--- config.mk ---
export PLATFORM = sky130hd
export DESIGN_NAME = sbc_mode_and_output_timing
export DESIGN_NICKNAME = d
export VERILOG_FILES = /design/src/sbc_pkg.sv /design/src/sbc_mode_and_output_timing.sv /design/src/sbc_pwm_gen.sv /design/src/sbc_spi_frame.sv
export SDC_FILE = /design/constraint.sdc
export NUM_CORES = 1
export LEC_CHECK = 0
export BUFFER_PORTS_ARGS = -buffer_cell sky130_fd_sc_hd__buf_2
export CAP_MARGIN = 20
export CORE_ASPECT_RATIO = 0.9
export CORE_UTILIZATION = 29
export CTS_CLUSTER_SIZE = 12
export DETAILED_ROUTE_END_ITERATION = 16
export PLACE_DENSITY_LB_ADDON = 0.08
export SKIP_LAST_GASP = 1
export SLEW_MARGIN = 20
export SYNTH_ARGS = -nofsm -noshare
export SYNTH_HDL_FRONTEND = slang
export SYNTH_HIERARCHICAL = 1
export SYNTH_SLANG_ARGS = --single-unit
--- constraint.sdc ---
create_clock -name clk -period 7.4 [get_ports clk]
set_input_delay 1.48 -clock clk [delete_from_list [all_inputs] [get_ports clk]]
set_output_delay 1.48 -clock clk [all_outputs]
set_load 0.05 [all_outputs]
--- src/sbc_pkg.sv ---
package sbc_pkg;
   localparam int CLK_HZ           = 40_000_000;
   localparam int CLK_PERIOD_NS    = 25;
   localparam int POWERUP_MAX_NS   = 15_000;
   localparam int MODE_MAX_NS      = 10_000;
   localparam int EXEC_MAX_NS      = 25_000;
   // One delay serves both driver kinds: it sits inside every on and off window
   localparam int DRV_DELAY_NS     = 30_000;
   localparam int DRV_DELAY_CYCLES = DRV_DELAY_NS / CLK_PERIOD_NS;
   localparam int RESET_PULSE_NS   = 2_000_000;
   localparam int WAKE_PULSE_NS    = 125_000;
   localparam int PWM_LO_HZ        = 150;
   localparam int PWM_HI_HZ        = 200;
   localparam int TIMER_UNIT_NS    = 10_000_000;
   localparam int FRAME_BITS       = 24;

   localparam logic [3:0] REG_STATUS     = 4'h0;
   localparam logic [3:0] REG_IRQ_STATUS = 4'h4;
   localparam logic [3:0] REG_IRQ_MASK   = 4'h8;
   localparam logic [3:0] REG_CTRL       = 4'hC;

   localparam int IRQ_FRAME_OK  = 0;
   localparam int IRQ_FRAME_BAD = 1;
   localparam int IRQ_WAKE      = 2;
   localparam int IRQ_RESET     = 3;
   localparam int IRQ_MODE      = 4;
   localparam int IRQ_BITS      = 5;

   localparam logic [4:0] IRQ_MASK_RESET  = 5'h00;
   localparam logic       CTRL_GATE_RESET = 1'b0;
   localparam logic [4:0] PIN_SYNC_RESET  = 5'h10;
   localparam logic [2:0] SPI_SYNC_RESET  = 3'h2;

   typedef enum logic [2:0] {
      MODE_OFF     = 3'b000,
      MODE_INIT    = 3'b001,
      MODE_NORMAL  = 3'b010,
      MODE_STANDBY = 3'b011,
      MODE_SLEEP   = 3'b100,
      MODE_FLASH   = 3'b101
   } mode_t;

   typedef struct packed {
      mode_t      mode_req;
      logic [2:0] hs_on;
      logic [1:0] ls_on;
      logic [4:0] pwm_freq_select;
      logic [2:0] timer1_period_sel;
      logic       timer1_on_sel;
      logic [2:0] timer2_period_sel;
      logic [1:0] timer2_on_sel;
      logic [1:0] spare;
   } frame_t;
endpackage

--- src/sbc_mode_and_output_timing.sv ---
`timescale 1ns/1ps
module sbc_mode_and_output_timing #(
   parameter int RESET_PULSE_CYCLES = sbc_pkg::RESET_PULSE_NS / sbc_pkg::CLK_PERIOD_NS,
   parameter int WAKE_PULSE_CYCLES  = sbc_pkg::WAKE_PULSE_NS / sbc_pkg::CLK_PERIOD_NS,
   parameter int PWM_LO_HALF_CYCLES = sbc_pkg::CLK_HZ / (2 * sbc_pkg::PWM_LO_HZ),
   parameter int PWM_HI_HALF_CYCLES = sbc_pkg::CLK_HZ / (2 * sbc_pkg::PWM_HI_HZ),
   parameter int TIMER_UNIT_CYCLES  = sbc_pkg::TIMER_UNIT_NS / sbc_pkg::CLK_PERIOD_NS
) (
   input  wire logic        clk,
   input  wire logic        sys_rst,
   input  wire logic [3:0]  address,
   input  wire logic        read,
   input  wire logic        write,
   input  wire logic [31:0] writedata,
   output logic [31:0]      readdata,
   output logic             waitrequest,
   output logic             irq,
   input  wire logic        serial_clk,
   input  wire logic        frame_select_n,
   input  wire logic        serial_in,
   output logic             serial_out,
   output logic             serial_out_oe,
   input  wire logic        supply_por_ok,
   input  wire logic        wake_in,
   input  wire logic        wdog_fail,
   input  wire logic        main_regulator_uv,
   input  wire logic        reset_line_n_in,
   output logic             reset_out_n,
   output logic             reset_out_oe,
   output logic             wake_irq_n,
   output logic             main_regulator_en,
   output logic [2:0]       high_side_outputs,
   output logic [1:0]       low_side_outputs,
   output logic [1:0]       timer_out
);
   localparam int DRV_DELAY = sbc_pkg::DRV_DELAY_CYCLES;

   logic [4:0]          pin_meta;
   logic [4:0]          pin_sync;
   logic                wake_prev;
   logic                fault_prev;
   sbc_pkg::mode_t      mode;
   sbc_pkg::mode_t      next_mode;
   logic [19:0]         rst_cnt;
   logic [15:0]         wake_cnt;
   logic [10:0]         drv_cnt;
   logic [2:0]          pend_hs;
   logic [1:0]          pend_ls;
   logic [2:0]          hs_en;
   logic [1:0]          ls_en;
   logic [4:0]          pwm_freq_select;
   logic [1:0][2:0]     tim_per;
   logic [1:0][1:0]     tim_on;
   logic [4:0]          pwm;
   logic [4:0]          irq_status;
   logic [4:0]          irq_mask;
   logic                pwm_gate;
   logic                frame_valid;
   logic                frame_bad;
   sbc_pkg::frame_t     frame;

   wire supply_ok  = pin_sync[0];
   wire wake_rise  = pin_sync[1] & ~wake_prev;
   wire fault_lvl  = pin_sync[2] | pin_sync[3];
   wire fault_rise = fault_lvl & ~fault_prev;
   wire from_run   = (mode == sbc_pkg::MODE_NORMAL) || (mode == sbc_pkg::MODE_FLASH);
   wire from_idle  = (mode == sbc_pkg::MODE_INIT) || (mode == sbc_pkg::MODE_STANDBY);
   wire req_run    = frame.mode_req inside {sbc_pkg::MODE_NORMAL, sbc_pkg::MODE_STANDBY,
                                            sbc_pkg::MODE_SLEEP, sbc_pkg::MODE_FLASH};
   wire req_ok     = frame_valid && ((from_run && req_run) || (from_idle && frame.mode_req == sbc_pkg::MODE_NORMAL));
   wire wake_ev    = wake_rise && (mode == sbc_pkg::MODE_STANDBY || mode == sbc_pkg::MODE_SLEEP);
   wire rst_load   = supply_ok && (fault_rise || mode == sbc_pkg::MODE_OFF);
   wire [23:0] status_word = {mode, hs_en, ls_en, irq_status, pwm_freq_select, 6'h00};

   // Pins come from outside the clock domain
   always_ff @(posedge clk) begin
      if (sys_rst) begin
         pin_meta   <= sbc_pkg::PIN_SYNC_RESET;
         pin_sync   <= sbc_pkg::PIN_SYNC_RESET;
         wake_prev  <= 1'b0;
         fault_prev <= 1'b0;
      end else begin
         pin_meta   <= {reset_line_n_in, main_regulator_uv, wdog_fail, wake_in, supply_por_ok};
         pin_sync   <= pin_meta;
         wake_prev  <= pin_sync[1];
         fault_prev <= fault_lvl;
      end
   end

   sbc_spi_frame u_spi (
      .clk            (clk),
      .sys_rst        (sys_rst),
      .serial_clk     (serial_clk),
      .frame_select_n (frame_select_n),
      .serial_in      (serial_in),
      .status_word    (status_word),
      .serial_out     (serial_out),
      .serial_out_oe  (serial_out_oe),
      .frame_valid    (frame_valid),
      .frame_bad      (frame_bad),
      .frame          (frame)
   );

   always_comb begin
      next_mode = mode;
      if (!supply_ok) begin
         next_mode = sbc_pkg::MODE_OFF;
      end else begin
         unique case (mode)
            sbc_pkg::MODE_OFF: begin
               next_mode = sbc_pkg::MODE_INIT;
            end
            sbc_pkg::MODE_SLEEP: begin
               if (wake_rise) next_mode = sbc_pkg::MODE_INIT;
            end
            sbc_pkg::MODE_INIT, sbc_pkg::MODE_NORMAL, sbc_pkg::MODE_STANDBY, sbc_pkg::MODE_FLASH: begin
               if (fault_rise) begin
                  next_mode = sbc_pkg::MODE_INIT;
               end else if (req_ok) begin
                  next_mode = frame.mode_req;
               end
            end
            default: begin
               next_mode = sbc_pkg::MODE_OFF;
            end
         endcase
      end
   end

   always_ff @(posedge clk) begin
      if (sys_rst) begin
         mode              <= sbc_pkg::MODE_OFF;
         main_regulator_en <= 1'b0;
      end else begin
         mode              <= next_mode;
         main_regulator_en <= next_mode != sbc_pkg::MODE_OFF && next_mode != sbc_pkg::MODE_SLEEP;
      end
   end

   // Reset and wake pulses retrigger: a new cause restarts the full width
   always_ff @(posedge clk) begin
      if (sys_rst) begin
         rst_cnt      <= 20'h00000;
         wake_cnt     <= 16'h0000;
         reset_out_n  <= 1'b1;
         reset_out_oe <= 1'b0;
         wake_irq_n   <= 1'b1;
      end else begin
         if (rst_load) begin
            rst_cnt <= 20'(RESET_PULSE_CYCLES);
         end else if (rst_cnt != 20'h00000) begin
            rst_cnt <= rst_cnt - 20'h00001;
         end
         if (wake_ev) begin
            wake_cnt <= 16'(WAKE_PULSE_CYCLES);
         end else if (wake_cnt != 16'h0000) begin
            wake_cnt <= wake_cnt - 16'h0001;
         end
         reset_out_n  <= rst_cnt == 20'h00000;
         reset_out_oe <= rst_cnt != 20'h00000;
         wake_irq_n   <= wake_cnt == 16'h0000;
      end
   end

   // Driver switching and configuration follow a stored frame
   always_ff @(posedge clk) begin
      if (sys_rst) begin
         drv_cnt         <= 11'h000;
         pend_hs         <= 3'h0;
         pend_ls         <= 2'h0;
         hs_en           <= 3'h0;
         ls_en           <= 2'h0;
         pwm_freq_select <= 5'h00;
         tim_per         <= '0;
         tim_on          <= '0;
      end else if (frame_valid) begin
         drv_cnt         <= 11'(DRV_DELAY);
         pend_hs         <= frame.hs_on;
         pend_ls         <= frame.ls_on;
         pwm_freq_select <= frame.pwm_freq_select;
         tim_per         <= {frame.timer2_period_sel, frame.timer1_period_sel};
         tim_on          <= {frame.timer2_on_sel, 1'b0, frame.timer1_on_sel};
      end else if (drv_cnt != 11'h000) begin
         drv_cnt <= drv_cnt - 11'h001;
         if (drv_cnt == 11'h001) begin
            hs_en <= pend_hs;
            ls_en <= pend_ls;
         end
      end
   end

   wire [4:0] gate = pwm_gate ? pwm : 5'h1F;

   always_ff @(posedge clk) begin
      if (sys_rst) begin
         high_side_outputs <= 3'h0;
         low_side_outputs  <= 2'h0;
      end else begin
         high_side_outputs <= hs_en & gate[2:0];
         low_side_outputs  <= ls_en & gate[4:3];
      end
   end

   for (genvar i = 0; i < 5; i++) begin : g_pwm
      sbc_pwm_gen #(
         .LO_HALF (PWM_LO_HALF_CYCLES),
         .HI_HALF (PWM_HI_HALF_CYCLES)
      ) u_pwm (
         .clk     (clk),
         .sys_rst (sys_rst),
         .freq_hi (pwm_freq_select[i]),
         .pwm_out (pwm[i])
      );
   end

   // Period is (select+1) units, on-time (select+1) quarter units
   for (genvar t = 0; t < 2; t++) begin : g_tim
      logic [23:0] cnt;
      wire [23:0] per_len = 24'(TIMER_UNIT_CYCLES) * 24'({1'b0, tim_per[t]} + 4'h1);
      wire [23:0] on_len  = 24'(TIMER_UNIT_CYCLES / 4) * 24'({2'b00, tim_on[t]} + 4'h1);
      always_ff @(posedge clk) begin
         if (sys_rst || cnt >= per_len - 24'h000001) begin
            cnt <= 24'h000000;
         end else begin
            cnt <= cnt + 24'h000001;
         end
         timer_out[t] <= !sys_rst && (cnt < on_len);
      end
   end

   // Avalon slave: one wait cycle, then the access completes
   wire         sel_status = address == sbc_pkg::REG_STATUS;
   wire         sel_irq    = address == sbc_pkg::REG_IRQ_STATUS;
   wire         sel_mask   = address == sbc_pkg::REG_IRQ_MASK;
   wire         sel_ctrl   = address == sbc_pkg::REG_CTRL;
   wire         wr_fire    = write & ~waitrequest;
   wire [4:0]   w1c        = (wr_fire && sel_irq) ? writedata[4:0] : 5'h00;
   wire [4:0]   events     = {next_mode != mode, rst_load, wake_ev, frame_bad, frame_valid};
   wire [4:0]   next_irq   = (irq_status & ~w1c) | events;
   wire [31:0]  rd_status  = {16'h0000, pin_sync[4], reset_out_n, wake_irq_n, hs_en, ls_en,
                              pwm_freq_select, mode};
   wire [31:0]  rd_mux     = sel_status ? rd_status :
                             sel_irq    ? {27'h0000000, irq_status} :
                             sel_mask   ? {27'h0000000, irq_mask} :
                             sel_ctrl   ? {31'h00000000, pwm_gate} : 32'h00000000;

   always_ff @(posedge clk) begin
      if (sys_rst) begin
         waitrequest <= 1'b1;
         readdata    <= 32'h00000000;
         irq_status  <= 5'h00;
         irq_mask    <= sbc_pkg::IRQ_MASK_RESET;
         pwm_gate    <= sbc_pkg::CTRL_GATE_RESET;
         irq         <= 1'b0;
      end else begin
         waitrequest <= ~((read | write) & waitrequest);
         if (read & waitrequest) readdata <= rd_mux;
         if (wr_fire && sel_mask) irq_mask <= writedata[4:0];
         if (wr_fire && sel_ctrl) pwm_gate <= writedata[0];
         irq_status <= next_irq;
         irq        <= |(next_irq & irq_mask);
      end
   end

   logic [19:0] rst_low_len;
   logic [15:0] wake_low_len;
   logic [10:0] since_frame;
   always_ff @(posedge clk) begin
      rst_low_len  <= (sys_rst || reset_out_n) ? 20'h00000 : rst_low_len + 20'h00001;
      wake_low_len <= (sys_rst || wake_irq_n) ? 16'h0000 : wake_low_len + 16'h0001;
      since_frame  <= (sys_rst || frame_valid) ? 11'h000 : since_frame + 11'(since_frame != 11'h7FF);
   end
endmodule

--- src/sbc_pwm_gen.sv ---
`timescale 1ns/1ps
module sbc_pwm_gen #(
   parameter int LO_HALF = 133333,
   parameter int HI_HALF = 100000
) (
   input  wire logic clk,
   input  wire logic sys_rst,
   input  wire logic freq_hi,
   output logic      pwm_out
);
   logic [17:0] cnt;
   logic        pwm_d;
   logic [17:0] run;
   logic        fsel_moved;
   logic        freq_d;

   wire [17:0] half = freq_hi ? 18'(HI_HALF - 1) : 18'(LO_HALF - 1);

   always_ff @(posedge clk) begin
      if (sys_rst) begin
         cnt     <= 18'h00000;
         pwm_out <= 1'b0;
      end else if (cnt >= half) begin
         cnt     <= 18'h00000;
         pwm_out <= ~pwm_out;
      end else begin
         cnt <= cnt + 18'h00001;
      end
   end

   // Helper for the period check; a select change mid-period is excused once
   always_ff @(posedge clk) begin
      if (sys_rst) begin
         pwm_d      <= 1'b0;
         run        <= 18'h00000;
         fsel_moved <= 1'b1;
         freq_d     <= 1'b0;
      end else begin
         pwm_d      <= pwm_out;
         freq_d     <= freq_hi;
         run        <= (pwm_out != pwm_d) ? 18'h00001 : run + 18'h00001;
         fsel_moved <= (pwm_out != pwm_d) ? (freq_hi != freq_d) : (fsel_moved | (freq_hi != freq_d));
      end
   end
endmodule

--- src/sbc_spi_frame.sv ---
`timescale 1ns/1ps
module sbc_spi_frame (
   input  wire logic            clk,
   input  wire logic            sys_rst,
   input  wire logic            serial_clk,
   input  wire logic            frame_select_n,
   input  wire logic            serial_in,
   input  wire logic [23:0]     status_word,
   output logic                 serial_out,
   output logic                 serial_out_oe,
   output logic                 frame_valid,
   output logic                 frame_bad,
   output sbc_pkg::frame_t      frame
);
   logic [2:0]  pin_meta;
   logic [2:0]  pin_sync;
   logic        sclk_prev;
   logic        cs_n_prev;
   logic [4:0]  bit_cnt;
   logic [23:0] shift_in;
   logic [23:0] shift_out;

   // Link clock is only sampled; 8 system clocks per link period leave margin
   wire sclk_rise = pin_sync[2] & ~sclk_prev;
   wire sclk_fall = ~pin_sync[2] & sclk_prev;
   wire cs_start  = ~pin_sync[1] & cs_n_prev;
   wire cs_end    = pin_sync[1] & ~cs_n_prev;
   wire active    = ~pin_sync[1];
   wire full_len  = bit_cnt == 5'(sbc_pkg::FRAME_BITS);
   wire cnt_room  = bit_cnt != 5'h1F;

   always_ff @(posedge clk) begin
      if (sys_rst) begin
         pin_meta  <= sbc_pkg::SPI_SYNC_RESET;
         pin_sync  <= sbc_pkg::SPI_SYNC_RESET;
         sclk_prev <= 1'b0;
         cs_n_prev <= 1'b1;
      end else begin
         pin_meta  <= {serial_clk, frame_select_n, serial_in};
         pin_sync  <= pin_meta;
         sclk_prev <= pin_sync[2];
         cs_n_prev <= pin_sync[1];
      end
   end

   always_ff @(posedge clk) begin
      if (sys_rst) begin
         bit_cnt       <= 5'h00;
         shift_in      <= 24'h000000;
         shift_out     <= 24'h000000;
         serial_out    <= 1'b0;
         serial_out_oe <= 1'b0;
         frame_valid   <= 1'b0;
         frame_bad     <= 1'b0;
         frame         <= '0;
      end else begin
         frame_valid   <= cs_end & full_len;
         frame_bad     <= cs_end & ~full_len;
         serial_out_oe <= active;
         if (cs_end & full_len) begin
            frame <= sbc_pkg::frame_t'(shift_in);
         end
         if (cs_start) begin
            bit_cnt    <= 5'h00;
            serial_out <= status_word[23];
            shift_out  <= {status_word[22:0], 1'b0};
         end else if (active) begin
            if (sclk_rise & cnt_room) begin
               bit_cnt  <= bit_cnt + 5'h01;
               shift_in <= {shift_in[22:0], pin_sync[0]};
            end
            if (sclk_fall) begin
               serial_out <= shift_out[23];
               shift_out  <= {shift_out[22:0], 1'b0};
            end
         end
      end
   end
endmodule

# Word level (Yosys, flattened, before mapping)
# Cells that the tools add are included.
[op_classes]
add_sub_neg = 17
n_mul = 4
div = 0
n_lt_le_gt_ge = 9
n_eq_ne = 18
shifts = 0
n_mux = 28
bitwise = 36
reduce_logical = 47
[op_table]
columns = ["op", "n"]
rows = [
  ["adder 18 x 1 -> 18 bit, second input constant", 5],
  ["greater-or-equal comparator 18 bit", 5],
  ["2-to-1 mux 18 bit", 5],
  ["2-to-1 mux 24 bit", 3],
  ["adder 24 x 1 -> 24 bit, second input constant", 2],
  ["greater-or-equal comparator 24 bit", 2],
  ["subtractor 23 x 1 -> 24 bit, second input constant", 2],
  ["2-to-1 mux 17 bit", 2],
  ["multiplier 12 x 4 -> 16 bit, first input constant", 2],
  ["2-to-1 mux 13 bit", 2],
  ["< comparator 24 x 19 -> 1 bit", 1],
  ["< comparator 24 x 20 -> 1 bit", 1],
  ["2-to-1 mux 11 bit", 2],
  ["zero test 20 bit", 1],
  ["2-to-1 mux 5 bit", 4],
  ["nonzero test 20 bit", 1],
  ["subtractor 20 x 1 -> 20 bit, second input constant", 1],
  ["OR reduction 2 bit", 9],
  ["zero test 16 bit", 1],
  ["2-to-1 mux 16 bit", 1],
  ["inverter 1 bit", 16],
  ["nonzero test 16 bit", 1],
  ["subtractor 16 x 1 -> 16 bit, second input constant", 1],
  ["multiplier 12 x 3 -> 15 bit, first input constant", 1],
  ["other kinds (40)", 88],
]
[word_totals]
regBits = 365
latchBits = 0
ramBits = 0
romBits = 0
inputBits = 48
out_inout_bits = 47
mem_count = 0

# Longest topological paths before layout
[depth]
ltp_word = 13
ltp_mapped = 22
mapped_depth_nobuf = 21

# Modules after synthesis
# Netlist, hierarchy kept.
[modules_own_cells]
columns = ["mod", "instances", "cells_per_inst", "area_each_um2", "seq_area_each_um2"]
rows = [
  ["sbc_mode_and_output_timing", 1, 1098, 9703.1, 3483.3],
  ["sbc_pwm_gen", 5, 126, 1219.9, 380.4],
  ["sbc_spi_frame", 1, 329, 3512.1, 1761.7],
]

# Worst setup path after synthesis
# OpenSTA, ideal clock, no wires.
[synth_timing]
kind = "register to register"
start = "reg tim_per[3] in the netlist's numbering"
end = "reg g_tim[1].cnt[14]"
arrival_time_ps = 4486
slack_ps = 2786
path_stages_with_launch = 20
path_cell_list = "dfxtp_1 > buf_2 > inv_1 > ha_1 > ha_1 > ha_1 > ha_1 > a21oi_1 > o21ai_0 > a31oi_1 > xnor2_1 > o41ai_1 > nand4b_1 > xnor2_1 > ha_1 > nand3_1 > a211oi_1 > or2_0 > clkbuf_1 > nor2_1"
[synth_between]
elab_chain_cells = 5
[synth_rtl]
columns = ["element", "line", "text"]
rows = [
  ["start: declaration", "sbc_mode_and_output_timing.sv:52", "logic [1:0][2:0] tim_per;"],
  ["start signal: assignment", "sbc_mode_and_output_timing.sv:181", "tim_per <= {frame.timer2_period_sel, frame.timer1_period_sel};"],
  ["adder 3 x 1 -> 4 bit", "sbc_mode_and_output_timing.sv:219", "wire [23:0] per_len = 24'(TIMER_UNIT_CYCLES) * 24'({1'b0, tim_per[t]} + 4'h1);"],
  ["multiplier 12 x 4 -> 16 bit", "sbc_mode_and_output_timing.sv:219", ""],
  ["subtractor 23 x 1 -> 24 bit", "sbc_mode_and_output_timing.sv:222", "if (sys_rst || cnt >= per_len - 24'h000001) begin"],
  ["greater-or-equal comparator 24 bit", "sbc_mode_and_output_timing.sv:222", ""],
  ["logical OR 1 bit", "sbc_mode_and_output_timing.sv:222", ""],
  ["end signal: assignment", "sbc_mode_and_output_timing.sv:225", "cnt <= cnt + 24'h000001;"],
  ["end: declaration", "sbc_mode_and_output_timing.sv:218", "logic [23:0] cnt;"],
]
# Every way passes these cells.
# A chain may end at the register's enable or synchronous reset.

# Worst setup path in the final report
[layout_timing]
start = "reg tim_per[0] in the netlist's numbering"
end = "reg g_tim[0].cnt[22]"
[layout_between]
elab_chain_cells = 5
[layout_rtl]
columns = ["element", "line"]
rows = [
  ["adder 3 x 1 -> 4 bit", "sbc_mode_and_output_timing.sv:219"],
  ["multiplier 12 x 4 -> 16 bit", "sbc_mode_and_output_timing.sv:219"],
  ["subtractor 23 x 1 -> 24 bit", "sbc_mode_and_output_timing.sv:222"],
  ["greater-or-equal comparator 24 bit", "sbc_mode_and_output_timing.sv:222"],
  ["logical OR 1 bit", "sbc_mode_and_output_timing.sv:222"],
  ["end signal: assignment", "sbc_mode_and_output_timing.sv:225"],
  ["end: declaration", "sbc_mode_and_output_timing.sv:218"],
]
# Every way passes these cells.

==> summary.log <==
[placement] GPL Wtd Cong 0.746
[clock_tree] clock network latency to the later pin of the worst-skew pair 0.57 ns
[clock_tree] maximum buffer depth of the clock tree 3
[final_layout] share of post-route cells with drive strength above 1 0.121
[global_route] global-route wire length before repair 72200 um
[timing] relative slew slack 0.388
[placement] Inst Count DP 2919
[floorplan] die outline width 274 um
[worst_setup_path] depth of the most critical reg-to-reg path 21
[clock_tree] number of sinks on the clock net 355
[timing] Worst-Margin Slew 0.915 ns
[synth] Gate Count Post-Synth 2051
[global_route] total congestion overflow 0
[worst_setup_path] data required time of the critical path 7.86 ns
[drt] Remaining DRCs 0
[flow_run] max cap viols 0
[floorplan] count of boundary I/O pins 95
[final_layout] nets@finish 2309
[timing] final period demand of the worst path 5.38 ns
[drt] total vias in the final route 13900
[pwr] power per cell area 252 nW/um2
[worst_setup_path] crit path max fanout 23
[floorplan] die footprint 67400 um2
[pwr] share of total power consumed by net switching 0.289
[floorplan] Cell Rows 89
[synth] Post-Synthesis Cell Area 19200 um2
[worst_setup_path] Setup crit start kind flip-flop
[pwr] power share of the combinational group 0.177
[clock_tree] number of buffers added by the clock tree synthesis step 43
[worst_setup_path] type of the worst setup path flip-flop to flip-flop
[hold_path] worst min path class flip-flop to flip-flop
[timing] Hold Violations, Final 0
[global_route] maximum number of pins on one net before global-route repair 55
[clock_tree] post-cts repair resize count 0
[pwr] Leak 8.58 nW
[final_layout] Non-Filler Instances 2999
[synth] Mapped Avg Cell Area 9.38 um2
[timing] Highest Clock Rate 186 MHz
[timing] unrepaired setup endpoints after global routing false
[clock_tree] clk slew on worst S/H paths 0.06 ns
[global_route] vias in the first global route 13800
[final_layout] synthesis-to-layout area growth 13.1%
[status] outcome finished, final reports clean
[floorplan] Core Box Area 65600 um2
[worst_setup_path] Critical Path End Type flip-flop
[timing] final setup violation count 0
[worst_setup_path] stage delay of the slowest cell on the critical path 0.47 ns
[floorplan] Die Y 246 um
[final_layout] Ant. Diodes 0
[worst_setup_path] slowest stage cell on the critical path sky130_fd_sc_hd__nor3_1
[clock_tree] clock tree from TritonCTS built
[timing] ratio of final minimum period to clock period 0.728
[drt] Via density 4.63
[synth] number of warnings issued by yosys 6
[pwr] net switching power 1.58 mW
[floorplan] initial cell density of the core 0.293
[drt] first-pass iteration count of the detailed router 6
[timing] max-slew violation total from the final report 0
[drt] Total Routed Length 42400 um
[placement] half-perimeter wire length after placement 29800 um
[timing] largest clock skew in the final design 0.0201 ns
[clock_tree] quantity of hold-fixing buffers added after cts 0
[clock_tree] setup fix buffers added after clock tree synthesis 0
[clock_tree] number of H-tree levels 2
[drt] count of nets left with antenna violations after detail routing 0
[pwr] maximum vdd ir drop 159 uV
[drt] routed len/inst 14.1 um
[drt] number of design-rule violations left by the first detailed-router iteration 537
[global_route] total routing usage reported by global routing 0.130
[pwr] Sequential Power Share 0.411
[timing] post-route setup TNS 0 ns
[pwr] clock group share of total power 0.412
[hold_path] hold depth 1
[placement] number of buffers inserted by port buffering 51
[timing] Fin Hold WS 0.420 ns
[worst_setup_path] worst path cell trace inv_1 > nor3_1 > ha_1 > inv_1 > fa_1 > inv_1 > ha_1 > and3b_1 > o211ai_1 > a21boi_0 > o21ai_0 > o22ai_1 > a221oi_1 > ha_1 > a21o_1 > a21oi_1 > nand2_1 > a31oi_1 > a31oi_1 > buf_4 > nor4b_1
[global_route] antenna violations before repair 0
[clock_tree] cell at the root of the clock tree sky130_fd_sc_hd__clkbuf_16
[pwr] internal cell power 3.90 mW
[worst_setup_path] critical path data arrival time 5.85 ns
-- cell usage in the layout (no fill, tap or decap), types with 9 or more instances in the layout --
| cell | n |
|---|---|
| sky130_fd_sc_hd__a211oi_1 | 32 |
| sky130_fd_sc_hd__a21o_1 | 21 |
| sky130_fd_sc_hd__a21oi_1 | 71 |
| sky130_fd_sc_hd__a22oi_1 | 16 |
| sky130_fd_sc_hd__and2_1 | 17 |
| sky130_fd_sc_hd__and3_1 | 19 |
| sky130_fd_sc_hd__and4_1 | 16 |
| sky130_fd_sc_hd__buf_2 | 50 |
| sky130_fd_sc_hd__buf_4 | 9 |
| sky130_fd_sc_hd__clkbuf_16 | 44 |
| sky130_fd_sc_hd__clkinv_2 | 12 |
| sky130_fd_sc_hd__conb_1 | 24 |
| sky130_fd_sc_hd__dfxtp_1 | 355 |
| sky130_fd_sc_hd__ha_1 | 160 |
| sky130_fd_sc_hd__inv_1 | 86 |
| sky130_fd_sc_hd__mux2i_1 | 112 |
| sky130_fd_sc_hd__nand2_1 | 100 |
| sky130_fd_sc_hd__nand2b_1 | 65 |
| sky130_fd_sc_hd__nand3_1 | 56 |
| sky130_fd_sc_hd__nand4_1 | 44 |
| sky130_fd_sc_hd__nand4b_1 | 13 |
| sky130_fd_sc_hd__nor2_1 | 236 |
| sky130_fd_sc_hd__nor2_2 | 20 |
| sky130_fd_sc_hd__nor2_4 | 40 |
| sky130_fd_sc_hd__nor2b_1 | 28 |
| sky130_fd_sc_hd__nor3_1 | 68 |
| sky130_fd_sc_hd__nor4_1 | 10 |
| sky130_fd_sc_hd__o21ai_0 | 38 |
| sky130_fd_sc_hd__or3_1 | 9 |
| sky130_fd_sc_hd__xnor2_1 | 107 |
| sky130_fd_sc_hd__xor2_1 | 85 |
-- power groups by stage --
| stage | combinational (mW) | clock [mW] | sequential (mW) |
|---|---|---|---|
| 2_1_floorplan | 0.809 | 0 | 2.27 |
| 3_3_place_gp | 0.967 | 0 | 2.29 |
| 3_5_place_dp | 0.977 | 0 | 2.29 |
| 4_1_cts | 0.986 | 2.36 | 2.25 |
| 5_1_grt | 1.11 | 2.43 | 2.28 |
| 6_report | 0.972 | 2.26 | 2.25 |
-- metal layers --
metal / vias up / GRT usage / wire (um) / part of all wire
met4: 0 / 0.0381 / 905 / 0.021
met1: 6490 / 0.178 / 21900 / 0.52
met2: 84 / 0.206 / 18400 / 0.43
met3: 53 / 0.0228 / 1190 / 0.028
met5: - / 0 / 0 / 0
li1: 7247 / - / - / -
-- worst max-delay path, delay by kind of cell, from the launching register on --
family,cells,cell delay [ns]
fa+ha+maj,4,1.21
flops,1,0.46
buf+inv,4,0.61
simple gates,4,1.08
compound gates,9,1.92
-- path summary, 6_finish.rpt --
check              startpoint               end  slack (ns)
setup reg to reg   tim_per[0]  g_tim[0].cnt[22]        2.02
hold / removal    pin_meta[4]       pin_sync[4]        0.42
hold reg to reg   pin_meta[4]       pin_sync[4]        0.42
setup / recovery   tim_per[0]  g_tim[0].cnt[22]        2.02
-- metrics by stage --
| stage | setup WS [ns] | utilization | instance area [um2] | power [mW] |
|---|---|---|---|---|
| floorplan | 2.79 | - | 19300 | 3.08 |
| global placement | 1.96 | 0.309 | 20300 | 3.26 |
| detailed placement | 1.98 | 0.309 | 20300 | 3.27 |
| CTS | 1.95 | 0.332 | 21800 | 5.60 |
| global route | 1.38 | 0.332 | 21800 | 5.82 |
| finish | 2.02 | 0.332 | 21800 | 5.49 |
-- sequential cells by signal, indices dropped and copies added, names as in the netlist, 5 cells and up --
| register | flops |
|---|---|
| rst_cnt | 20 |
| readdata | 16 |
| u_spi/shift_out | 23 |
| irq_mask | 5 |
| g_pwm.u_pwm/pwm_out | 5 |
| tim_per | 6 |
| pwm_freq_select | 5 |
| g_pwm.u_pwm/cnt | 90 |
| irq_status | 5 |
| u_spi/bit_cnt | 5 |
| u_spi/frame | 22 |
| u_spi/shift_in | 24 |
| g_tim.cnt | 48 |
| pin_sync | 5 |
| drv_cnt | 11 |
| pin_meta | 5 |
| wake_cnt | 16 |
-- area by class of cell --
cell class | count | area [um2]
Tap cell | 864 | 1080
Inverter | 86 | 323
Fill cell | 6735 | 43800
Sequential cell | 355 | 7110
Multi-Input combinational cell | 1554 | 11400
Clock buffer | 57 | 1200
Clock inverter | 23 | 312
Timing Repair Buffer | 60 | 329
Power figures use the tool's default switching activity.
